### src/pafs_pkg.sv
/*
 * Shared constants and types for the pixel array fill sequencer:
 * register offsets, control and status bit positions, reset values,
 * setup and per-word timing tables, sequencer states and carriers.
 * Assumes a 32-bit AHB-Lite bus with one register per aligned word.
 */
package pafs_pkg;

   // ==========================================================
   // register byte offsets
   localparam logic [7:0] OFF_CTRL = 8'h00;
   localparam logic [7:0] OFF_DEST = 8'h04;
   localparam logic [7:0] OFF_EXTENT = 8'h08;
   localparam logic [7:0] OFF_PITCH = 8'h0c;
   localparam logic [7:0] OFF_PIXW = 8'h10;
   localparam logic [7:0] OFF_WSTART = 8'h14;
   localparam logic [7:0] OFF_WEND = 8'h18;
   localparam logic [7:0] OFF_COLOR = 8'h1c;
   localparam logic [7:0] OFF_STATUS = 8'h20;
   localparam logic [7:0] OFF_SHAPE = 8'h24;
   localparam logic [7:0] OFF_CYCLES = 8'h28;

   // ==========================================================
   // control bit positions
   localparam int CB_START = 0;
   localparam int CB_RESUME = 1;
   localparam int CB_XY = 2;
   localparam int CB_WIN = 3;
   localparam int CB_OP = 5;
   localparam int CB_PMASK = 7;
   localparam int CB_TRANSP = 8;
   localparam int CB_RMW = 9;
   localparam int CB_NOCACHE = 10;
   localparam int CB_CAH = 11;
   localparam int CB_CAV = 12;

   // status bit positions
   localparam int SB_BUSY = 0;
   localparam int SB_DONE = 1;
   localparam int SB_SUSP = 2;
   localparam int SB_MISS = 3;

   // reset values
   localparam logic [12:0] CTRL_RST = 13'h0000;
   localparam logic [4:0] PIXW_RST = 5'h10;

   // ==========================================================
   // setup costs in machine states
   localparam logic [4:0] SU_LIN = 5'd4;
   localparam logic [4:0] SU_NOCLIP = 5'd6;
   localparam logic [4:0] SU_FITS = 5'd9;
   localparam logic [4:0] SU_START = 5'd16;
   localparam logic [4:0] SU_DIMS = 5'd12;
   localparam logic [4:0] SU_BOTH = 5'd20;
   localparam logic [4:0] SU_NOCACHE = 5'd3;

   // per-word cost G by pixel op group, plain and read-before-write
   localparam logic [3:0] G_PLAIN [4] = '{4'd2, 4'd4, 4'd5, 4'd6};
   localparam logic [3:0] G_READ [4] = '{4'd4, 4'd6, 4'd7, 4'd8};
   localparam logic [3:0] ADJ_BC = 4'd2;
   localparam logic [3:0] ADJ_D = 4'd4;

   // row overhead k and final term c, indexed by class A..D
   localparam logic [2:0] K_SHORT [4] = '{3'd1, 3'd2, 3'd2, 3'd2};
   localparam logic [2:0] C_SHORT [4] = '{3'd2, 3'd2, 3'd1, 3'd1};
   localparam logic [2:0] K_MED [4] = '{3'd2, 3'd3, 3'd3, 3'd4};
   localparam logic [2:0] C_MED [4] = '{3'd2, 3'd2, 3'd2, 3'd1};
   localparam logic [2:0] K_LONG [4] = '{3'd1, 3'd2, 3'd3, 3'd4};
   localparam logic [2:0] C_LONG [4] = '{3'd2, 3'd5, 3'd2, 3'd1};

   // ==========================================================
   typedef enum logic [2:0] {
      ST_IDLE = 3'b000,
      ST_SETUP = 3'b001,
      ST_ROW = 3'b011,
      ST_TAIL = 3'b010,
      ST_SUSP = 3'b110
   } pafs_state_e;

   typedef struct packed {
      logic wr;
      logic rmw;
      logic [31:0] addr;
      logic [15:0] data;
   } pafs_mem_s;

   typedef struct packed {
      logic act;
      logic wr;
      logic [7:0] addr;
   } pafs_aphase_s;

endpackage

### src/pafs_fill.sv
/*
 * Block-fill sequencer: AHB-Lite register slave, window preclip,
 * row shape and alignment classing, and a state-exact walk of setup
 * and transfer that strobes one 16-bit word write per word.
 * Assumes hclk is the machine state clock and int_req is asynchronous.
 */
// The AHB-Lite slave port and the placing of the registers are this design's own decisions.
`timescale 1ns/1ps

// Behaviour
// - fill time is setup states plus transfer states
// - clipping and pointer adjust end before the first word write
// - setup 4 linear; XY 6 unclipped, 9 when array fits
// - XY setup 16 start adjust, 12 dimension adjust, 20 both
// - corner adjust settings never change fill setup cost
// - three more setup states with instruction cache off
// - working L rows by M pixels come from clipped pointer and extent
// - words per row from pointer, clipped X and pixel size; short/medium/long
// - row is lead word, N-2 centre words, trail word; classes A-D
// - centre words are whole 16-bit writes; only edges partial
// - one-word row costs per class A, B, C/D formulas
// - two-word row costs per class A, B/C, D formulas
// - long row costs per class A, B, C, D formulas
// - one word per step, increasing X then increasing Y
// - odd pitch: classes may vary, C average, D worst; code keeps the first row's class for every row
// - masking, transparency, insertion cost 2 states per word minimum
// - plain G is 2, 4, 5, 6 by op group
// - read-before-write G is 4, 6, 7, 8 by op group
// - masking or transparency drops 2 per row B/C, 4 per row D
// - suspend at word or row boundary, set flag, within 20 states
module pafs_fill (
   input wire logic hclk,
   input wire logic hresetn,
   input wire logic hsel,
   input wire logic [31:0] haddr,
   input wire logic [1:0] htrans,
   input wire logic hwrite,
   input wire logic [2:0] hsize,
   input wire logic [31:0] hwdata,
   input wire logic hready,
   output logic hreadyout,
   output logic hresp,
   output logic [31:0] hrdata,
   input wire logic int_req,
   output pafs_pkg::pafs_mem_s mem,
   output logic fill_busy,
   output logic suspended_op_flag
);
   import pafs_pkg::*;

   typedef struct packed {
      pafs_aphase_s aph;
      logic rdy;
      logic [31:0] rdata;
      logic [12:0] ctrl;
      logic [31:0] dest;
      logic [31:0] extent;
      logic [31:0] pitch;
      logic [4:0] pixw;
      logic [31:0] wstart;
      logic [31:0] wend;
      logic [15:0] color;
      logic go;
      logic resume;
      logic done;
      logic susp;
      logic miss;
      logic busy;
      logic isync1;
      logic isync2;
      pafs_state_e st;
      logic [4:0] scnt;
      logic [4:0] setup_cost;
      logic [3:0] g;
      logic [15:0] nwords;
      logic [15:0] lrows;
      logic [15:0] rows;
      logic [19:0] row_cost;
      logic [19:0] rc;
      logic [15:0] wc;
      logic [3:0] gc;
      logic [2:0] tail;
      logic [1:0] cls;
      logic [1:0] kind;
      logic [31:0] row_base;
      logic [31:0] wa;
      pafs_mem_s mem;
      logic [31:0] cyc;
      logic [31:0] exp_total;
   } pafs_regs_s;

   localparam pafs_regs_s S_RST = '{ctrl: CTRL_RST, pixw: PIXW_RST, st: ST_IDLE, default: '0};

   pafs_regs_s s;
   pafs_regs_s n;

   // window clip and row shape terms
   logic [15:0] x0, y0, dx, dy;
   logic [16:0] x1, y1, cx0, cy0, cx1, cy1;
   logic clip_on, sadj, eadj, miss_c, rd_g, hold;
   logic [15:0] cdx, cdy, nw;
   logic [31:0] start_bit, span;
   logic [1:0] cls_c, kind_c, op;
   logic [3:0] g_c, adj_c;
   logic [2:0] k_c, c_c;
   logic [19:0] rcost_c;
   logic [4:0] su_c;

   // ==========================================================
   // next state
   always_comb begin
      n = s;
      n.mem.wr = 1'b0;
      n.mem.rmw = 1'b0;
      n.go = 1'b0;
      n.resume = 1'b0;
      n.rdy = 1'b1;
      hold = 1'b0;
      // two-stage synchroniser on the interrupt pin
      n.isync1 = int_req;
      n.isync2 = s.isync1;

      x0 = s.dest[15:0];
      y0 = s.dest[31:16];
      dx = s.extent[15:0];
      dy = s.extent[31:16];
      x1 = {1'b0, x0} + {1'b0, dx} - 17'd1;
      y1 = {1'b0, y0} + {1'b0, dy} - 17'd1;
      clip_on = s.ctrl[CB_XY] & (|s.ctrl[CB_WIN +: 2]);
      sadj = clip_on & ((x0 < s.wstart[15:0]) | (y0 < s.wstart[31:16]));
      eadj = clip_on & ((x1 > {1'b0, s.wend[15:0]}) | (y1 > {1'b0, s.wend[31:16]}));
      cx0 = (clip_on && x0 < s.wstart[15:0]) ? {1'b0, s.wstart[15:0]} : {1'b0, x0};
      cy0 = (clip_on && y0 < s.wstart[31:16]) ? {1'b0, s.wstart[31:16]} : {1'b0, y0};
      cx1 = (clip_on && x1 > {1'b0, s.wend[15:0]}) ? {1'b0, s.wend[15:0]} : x1;
      cy1 = (clip_on && y1 > {1'b0, s.wend[31:16]}) ? {1'b0, s.wend[31:16]} : y1;
      miss_c = (dx == 16'h0000) | (dy == 16'h0000) | (cx0 > cx1) | (cy0 > cy1);
      cdx = 16'(cx1 - cx0 + 17'd1);
      cdy = 16'(cy1 - cy0 + 17'd1);

      // word count from pointer, clipped X and pixel size
      start_bit = s.ctrl[CB_XY] ? 32'(32'(cy0[15:0]) * s.pitch + 32'(cx0[15:0]) * 32'(s.pixw)) : s.dest;
      span = 32'(start_bit[3:0]) + 32'(cdx) * 32'(s.pixw);
      nw = 16'((span + 32'd15) >> 4);
      // class from edge alignment: A, B lead ok, C trail ok, D neither
      // first row class kept for every row
      cls_c = {start_bit[3:0] != 4'h0, span[3:0] != 4'h0};
      kind_c = (nw == 16'd1) ? 2'd0 : ((nw == 16'd2) ? 2'd1 : 2'd2);

      op = s.ctrl[CB_OP +: 2];
      rd_g = s.ctrl[CB_PMASK] | s.ctrl[CB_TRANSP] | s.ctrl[CB_RMW];
      g_c = rd_g ? G_READ[op] : G_PLAIN[op];
      adj_c = 4'h0;
      if (s.ctrl[CB_PMASK] | s.ctrl[CB_TRANSP]) begin
         adj_c = (cls_c == 2'd3) ? ADJ_D : ((cls_c != 2'd0) ? ADJ_BC : 4'h0);
      end
      case (kind_c)
         2'd0: begin
            k_c = K_SHORT[cls_c];
            c_c = C_SHORT[cls_c];
         end
         2'd1: begin
            k_c = K_MED[cls_c];
            c_c = C_MED[cls_c];
         end
         default: begin
            k_c = K_LONG[cls_c];
            c_c = C_LONG[cls_c];
         end
      endcase
      rcost_c = 20'(k_c) + 20'(nw * 16'(g_c)) - 20'(adj_c);

      // setup cost; corner adjust bits not consulted
      if (!s.ctrl[CB_XY]) begin
         su_c = SU_LIN;
      end else if (!clip_on) begin
         su_c = SU_NOCLIP;
      end else if (miss_c) begin
         su_c = SU_FITS;
      end else if (sadj && eadj) begin
         su_c = SU_BOTH;
      end else if (sadj) begin
         su_c = SU_START;
      end else if (eadj) begin
         su_c = SU_DIMS;
      end else begin
         su_c = SU_FITS;
      end
      if (s.ctrl[CB_NOCACHE]) begin
         su_c = su_c + SU_NOCACHE;
      end

      // ==========================================================
      // bus slave: address phase capture and read data
      n.aph.act = hsel & hready & htrans[1] & (hsize == 3'b010);
      n.aph.wr = hwrite;
      n.aph.addr = haddr[7:0];
      n.rdata = 32'h0;
      if (hsel && hready && htrans[1] && !hwrite && hsize == 3'b010) begin
         case (haddr[7:0])
            OFF_CTRL: n.rdata = {19'h0, s.ctrl};
            OFF_DEST: n.rdata = s.dest;
            OFF_EXTENT: n.rdata = s.extent;
            OFF_PITCH: n.rdata = s.pitch;
            OFF_PIXW: n.rdata = {27'h0, s.pixw};
            OFF_WSTART: n.rdata = s.wstart;
            OFF_WEND: n.rdata = s.wend;
            OFF_COLOR: n.rdata = {16'h0, s.color};
            OFF_STATUS: n.rdata = {24'h0, s.kind, s.cls, s.miss, s.susp, s.done, s.busy};
            OFF_SHAPE: n.rdata = {s.lrows, s.nwords};
            OFF_CYCLES: n.rdata = s.cyc;
            default: n.rdata = 32'h0;
         endcase
      end
      // data phase writes; done and suspend status bits are write one to clear
      if (s.aph.act && s.aph.wr) begin
         case (s.aph.addr)
            OFF_CTRL: begin
               n.ctrl = hwdata[12:0];
               n.go = hwdata[CB_START];
               n.resume = hwdata[CB_RESUME];
            end
            OFF_DEST: n.dest = hwdata;
            OFF_EXTENT: n.extent = hwdata;
            OFF_PITCH: n.pitch = hwdata;
            OFF_PIXW: n.pixw = hwdata[4:0];
            OFF_WSTART: n.wstart = hwdata;
            OFF_WEND: n.wend = hwdata;
            OFF_COLOR: n.color = hwdata[15:0];
            OFF_STATUS: begin
               n.done = s.done & ~hwdata[SB_DONE];
               n.susp = s.susp & ~hwdata[SB_SUSP];
            end
            default: n.ctrl = s.ctrl;
         endcase
      end

      // ==========================================================
      // sequencer; flag sets below win over clears above
      case (s.st)
         ST_IDLE: begin
            if (s.go) begin
               n.st = ST_SETUP;
               n.done = 1'b0;
               n.cyc = 32'h0;
               n.scnt = su_c - 5'd1;
               n.setup_cost = su_c;
               n.miss = miss_c;
               n.g = g_c;
               n.nwords = nw;
               n.lrows = cdy;
               n.rows = cdy;
               n.row_cost = rcost_c;
               n.tail = c_c;
               n.cls = cls_c;
               n.kind = kind_c;
               n.row_base = start_bit;
               n.wa = {start_bit[31:4], 4'h0};
               n.mem.data = s.color;
               n.exp_total = 32'(su_c) + (miss_c ? 32'h0 : (32'(cdy) * 32'(rcost_c) + 32'(c_c)));
            end
         end
         ST_SETUP: begin
            // no write until clipping is done
            n.scnt = s.scnt - 5'd1;
            if (s.scnt == 5'd0) begin
               if (s.miss) begin
                  n.st = ST_IDLE;
                  n.done = 1'b1;
               end else begin
                  n.st = ST_ROW;
                  n.rc = s.row_cost - 20'd1;
                  n.wc = 16'h0;
                  n.gc = 4'h0;
               end
            end
         end
         ST_ROW: begin
            if (s.gc == 4'h0 && s.wc < s.nwords && s.isync2) begin
               n.st = ST_SUSP;
               n.susp = 1'b1;
               hold = 1'b1;
            end else begin
               if (s.gc == 4'h0 && s.wc < s.nwords) begin
                  // one whole word per step, rising X
                  n.mem.wr = 1'b1;
                  n.mem.addr = s.wa;
                  n.mem.rmw = (s.wc == 16'h0 && s.cls[1]) || (s.wc == s.nwords - 16'd1 && s.cls[0]);
                  n.wa = s.wa + 32'd16;
                  n.wc = s.wc + 16'd1;
                  n.gc = s.g - 4'd1;
               end else if (s.gc != 4'h0) begin
                  n.gc = s.gc - 4'd1;
               end
               n.rc = s.rc - 20'd1;
               if (s.rc == 20'd0) begin
                  n.rows = s.rows - 16'd1;
                  if (s.rows == 16'd1) begin
                     n.st = ST_TAIL;
                     n.scnt = 5'(s.tail) - 5'd1;
                  end else begin
                     n.rc = s.row_cost - 20'd1;
                     n.wc = 16'h0;
                     n.gc = 4'h0;
                     n.row_base = s.row_base + s.pitch;
                     n.wa = {n.row_base[31:4], 4'h0};
                     if (s.isync2) begin
                        n.st = ST_SUSP;
                        n.susp = 1'b1;
                     end
                  end
               end
            end
         end
         ST_TAIL: begin
            n.scnt = s.scnt - 5'd1;
            if (s.scnt == 5'd0) begin
               n.st = ST_IDLE;
               n.done = 1'b1;
            end
         end
         ST_SUSP: begin
            // context stays in place until software resumes
            if (s.resume) begin
               n.st = ST_ROW;
            end
         end
         default: n.st = ST_IDLE;
      endcase
      // busy states counted one per clock, except suspend and a row state that enters it at a word boundary
      if (s.st != ST_IDLE && s.st != ST_SUSP && !hold) begin
         n.cyc = s.cyc + 32'd1;
      end
      n.busy = (n.st != ST_IDLE);
   end

   // state register
   always_ff @(posedge hclk or negedge hresetn) begin
      if (!hresetn) begin
         s <= S_RST;
      end else begin
         s <= n;
      end
   end

   // outputs straight from state; hresp tied low
   assign hreadyout = s.rdy;
   assign hresp = 1'b0;
   assign hrdata = s.rdata;
   assign mem = s.mem;
   assign fill_busy = s.busy;
   assign suspended_op_flag = s.susp;
endmodule

### config.mk
export PLATFORM = sky130hd
export DESIGN_NAME = pafs_fill
export DESIGN_NICKNAME = d
export VERILOG_FILES = /design/src/pafs_pkg.sv /design/src/pafs_fill.sv
export SDC_FILE = /design/constraint.sdc
export NUM_CORES = 2
export LEC_CHECK = 0
export ABC_AREA = 1
export BUFFER_PORTS_ARGS = -buffer_cell sky130_fd_sc_hd__buf_2
export CORE_MARGIN = 2
export CORE_UTILIZATION = 50
export CTS_CLUSTER_DIAMETER = 60
export DETAILED_ROUTE_END_ITERATION = 12
export PLACE_DENSITY = 0.66
export SLEW_MARGIN = 5
export SYNTH_ARGS = -nofsm -noshare
export SYNTH_HDL_FRONTEND = slang
export SYNTH_SLANG_ARGS = --single-unit
### constraint.sdc
create_clock -name hclk -period 43.1 [get_ports hclk]
set_clock_uncertainty 0.05 [all_clocks]
set_input_delay 2.155 -clock hclk [delete_from_list [all_inputs] [get_ports hclk]]
set_output_delay 2.155 -clock hclk [all_outputs]
set_load 0.01 [all_outputs]
# Yosys cells after proc, flatten, opt, wreduce, memory -nomap -nowiden
# Index checks and enable logic that the tools add are counted.
# W data, S select, Z words.
# totals
regBits	555
latch_bits	0
ramBits	0
romBits	0
in_bits	75
output_inout_bits	86
word_cells	298
mem_count	0
# op_classes
add_sub_neg	29
multipliers	5
n_div	0
order_cmp	9
n_eq_ne	37
shifts	0
n_mux	97
bitwise	20
n_reduce_logical	58
# ops
cell	count
$pmux W32 S11	1
$mux W64	5
$mux W40	5
$mux W32	4
$pmux W64 S2	1
$mux W98	1
$mux W85	1
$mux W16	5
$pmux W40 S2	1
$mux W66	1
$eq A8 B5 Y1 const B	8
$mux W3	20
$add A16 B1 Y16 const B	3
$logic_not A16 Y1	3
$lt A16 B16 Y1	3
$mux W5	8
$sub A20 B1 Y20 const B	2
$bmux W3 S2	6
$mux W4	9
$add A16 B16 Y17	2
$gt A16 B17 Y1	2
$gt A17 B16 Y1	2
$mux W17	2
$mux W34	1
other kinds (66)	159

# Depth between registers and ports, before layout
# depth
word_depth	24
ltp_mapped	110
depth_no_buf	109

# Worst setup path before layout
# Ideal clock, no wire load.
# synth_timing
kind	reg-to-reg
start	reg s[468] (netlist bit)
end	reg s[244] (netlist bit)
arrival_ns	14.021
required_time_ns	42.967
setup_slack_ns	28.947
stages_incl_launch_ff	102
path_buffers	1
period_less_slack_ns	14.153
path_cell_list	dfrtp_1 -> inv_1 -> ha_1 -> inv_1 -> ha_1 -> fa_1 -> a21oi_1 -> o21bai_1 -> a21oi_1 -> o21bai_1 -> a21o_1 -> a21oi_1 -> o21ai_0 -> nand2_1 -> inv_1 -> o21ai_0 -> nand2_1 -> nand2_1 -> [... 66 more ...] -> nor2_1 -> o21a_1 -> o211ai_1 -> nand2_1 -> a21oi_1 -> o21ai_0 -> nand3_1 -> nor2_1 -> nor2_1 -> inv_1 -> a21oi_1 -> nor2_1 -> nor2_1 -> nor2_1 -> o21ai_0 -> nand2_1 -> xor2_1 -> o21ai_0
# synth_between
elab_chain_len	17
elab_cells_between_ends	43
# synth_rtl
element	line_no	rtl
start: declaration	pafs_fill.sv:94	pafs_regs_s s;
start signal: assignment	pafs_fill.sv:341	s <= n;
parallel branches: the longest is 16 deep, another holds $mul A16 B5 Y20	-	
$sub A20 B4 Y20 *	pafs_fill.sv:170	rcost_c = 20'(k_c) + 20'(nw * 16'(g_c)) - 20'(adj_c);
# Mark *: on every way between the ends. The select of a mux whose other input is x is not followed.
# A chain may end at the register's enable or synchronous reset.

# Final worst setup path
# Same ends and word-level chain as after synthesis.

==> metrics <==
global-route wire length before repair ~270 mm; Top Ports between 150 and 200; library cells used by synthesis roughly 80; CP startpoint kind flop; Worst Hold Class flop to flop; Core Box Area between 100,000 and 150,000 sq um; asr flop ratio synth 100%; vias in the first global route roughly 45,000; layout cells sized above 1 around 6.2%; commonest non-fill, non-tap cells in the layout nand2_1 (1,388), inv_1 (1,200), nor2_1 (521), o21ai_0 (518), dfrtp_1 (509); GRT Util Overall between 30% and 40%; max-slew violation count 0; FF+latch count, synth just over 500; number of detailed-route iterations in the first pass 5; Slew Limit Headroom 11.5%; largest family of logic cells by synthesized area adder cells; final period utilization about two fifths; outcome finished, final reports clean; Detailed Place HPWL between 100 and 150 mm; RePlAce Congestion between 0.9 and 1; Avg WL per Cell approximately 21 microns; CP endpoint kind flop; CTS Sinks 510; Die W 328 microns; Die Footprint roughly 110,000 sq um; Post-Route WL 173 mm; vias 45,300; multiplexer share of the synthesized area less than 1%; worst vdd rail ir drop 0.0753 mV; PnR Total Power 2.69 mW; Worst Tran Pin Value approximately 1.3 ns; compound-gate portion of the synthesized area 12.7%; Pwr Density 47.7 nW/um^2; GR peak layer met2; Synth Cell Area 52,400 sq um; synthesized area per cell around 7.8 sq um; synth-to-layout area growth 7.56%; CP most frequent cell nand2_1; # DRC 0; CTS buffer count 71; highest-delay cell along the critical path nand2_1; Root Driver clkbuf_16; Synth warnings 0; grt met1 use about two fifths; dominant synthesized flop cell dfrtp_1; RSZ-0062 raised after global routing no; Via density roughly 5.6; PortBufs 130; Row Count around 120; setup_tns 0 ns; CTS tree built; Post-Synth XOR/XNOR Area under 10%; worst endpoint data arrival time between 15 and 20 ns; Post-Synth Adder-Cell Area between 20 and 30%; initial antenna violation count 7; Detail Route Antenna Nets 0; hold buffers post-CTS 0; H-tree depth 3; Setup Fix Bufs, Post-CTS 0; Setup CP Type flop to flop; largest net degree at the start of global routing approximately 150; post-synthesis cell count about 6,700; fin nets 7,700; endpoints failing hold 0; clock-pin slew on the worst setup and hold paths roughly 0.05 ns; Pleak ~30 nW; top fanout value on the critical path 33; CTS max path bufs 3; Tmin final roughly 17 ns; clk_lat worst skew 0.66 ns; setup violators final 0; Die Y approximately 330 microns; initial drt markers between 4,000 and 5,000; Initial Util ~51%; Post-synth EDFFs 0; critical path required time between 40 and 50 ns; post-synthesis sequential area ratio between 20% and 30%; Congestion Overflow GR 0; max-cap violations 0; most common cell after layout, fill and taps aside nand2_1; largest stage delay on the critical path roughly 0.74 ns; # resized after CTS 0; met3 GRT Util approximately 5.6%; grt met2 use around 52%; Fmax between 50 and 60 MHz; post-synthesis simple-gate area fraction around 18%
path summary, 6_finish.rpt:
path / depth (start not counted) / start / end / slack (ns)
worst max-delay path: 101 / s[468]$_DFFE_PN0P_ / s[244]$_DFFE_PN0P_ / 26.02
worst min-delay path: 2 / mem[2]$_DFFE_PN0P_ / mem[2]$_DFFE_PN0P_ / 0.42
worst max register to register: 101 / s[468]$_DFFE_PN0P_ / s[244]$_DFFE_PN0P_ / 26.02
worst min register to register: 2 / mem[2]$_DFFE_PN0P_ / mem[2]$_DFFE_PN0P_ / 0.42
max in group asynchronous: 4 / hresetn / dy[4]$_DFFE_PN0P_ / 38.42
min in group asynchronous: 1 / hresetn / s[201]$_DFFE_PN0P_ / 1.48
cells by family after synthesis:
kind of cell             after synthesis
AND/OR/NAND/NOR                     2291
buffers and inverters               1534
AO/OA/AOI/OAI                       1176
adder cells (fa/ha/maj)              944
flip-flops                           510
XOR/XNOR                             230
multiplexers                           5
other                                  2
metrics by stage:
| stage | hold WS [ns] | setup slack [ns] | util (%) | cells | instance area (sq um) |
|---|---|---|---|---|---|
| global route | 0.424 | 24.35 | 54.3 | 8117 | 56300 |
| detailed placement | 0.388 | 26.16 | 52.1 | 7988 | 54000 |
| global placement | 0.390 | 26.25 | 52.1 | 7988 | 54000 |
| floorplan | 0.281 | 28.95 | - | 6696 | 52400 |
| finish | 0.423 | 26.02 | 54.3 | 8118 | 56300 |
| CTS | 0.423 | 26.12 | 54.3 | 8117 | 56300 |
sequential cells by signal (all words and copies together), names as in the netlist:
register,count
fill_busy,1
mem,46
suspended_op_flag,1
hrdata,32
s,394
n,1
dx,16
op,2
dy,16
hreadyout,1
layout make-up:
type                    count  area, sq um
clock inverters            36          349
flip-flops and latches    510        12800
multi-input cells        4652        33600
well taps                1380         1730
fillers                  9948        47300
inverters                1237         4650
diodes                      1         2.50
repair buffers            209         1270
clock buffers              93         1990
power breakdown:
part	leakage, nW	total [mW]	internal (mW)	switching [mW]
sequential	5.86	0.584	0.533	0.0511
combinational	23.0	1.51	0.548	0.966
clock	1.14	0.590	0.343	0.247
critical path: cells and delay by family (launching register included):
kind	cells	cell delay [ns]
adder cells (fa/ha/maj)	15	4.95
AO/OA/AOI/OAI	31	4.82
AND/OR/NAND/NOR	37	4.34
XOR/XNOR	4	1.34
buffers and inverters	14	1.04
flip-flops	1	0.39
layer usage:
layer / part of all wire, % / up-vias
li1: - / 21100
met1: 41 / 22000
met2: 45 / 1671
met3: 7.6 / 469
met4: 6.8 / 14
met5: 0.054 / -
cells in the mapped netlist (57+ instances only):
cell | count | area share (%)
buf_4 | 85 | 1.2
fa_1 | 466 | 18
xor2_1 | 161 | 2.7
a21oi_1 | 303 | 2.9
ha_1 | 478 | 11
a31oi_1 | 57 | 0.68
nand4_1 | 65 | 0.78
nor3_1 | 69 | 0.66
dfrtp_1 | 509 | 24
clkbuf_1 | 194 | 1.4
inv_1 | 1201 | 8.6
nand2_1 | 1394 | 10
nand3_1 | 144 | 1.4
nor2_1 | 524 | 3.8
o21ai_0 | 518 | 5.0
xnor2_1 | 64 | 1.1
o22ai_1 | 87 | 1.0
No activity file was read; power rests on OpenSTA's default activity.
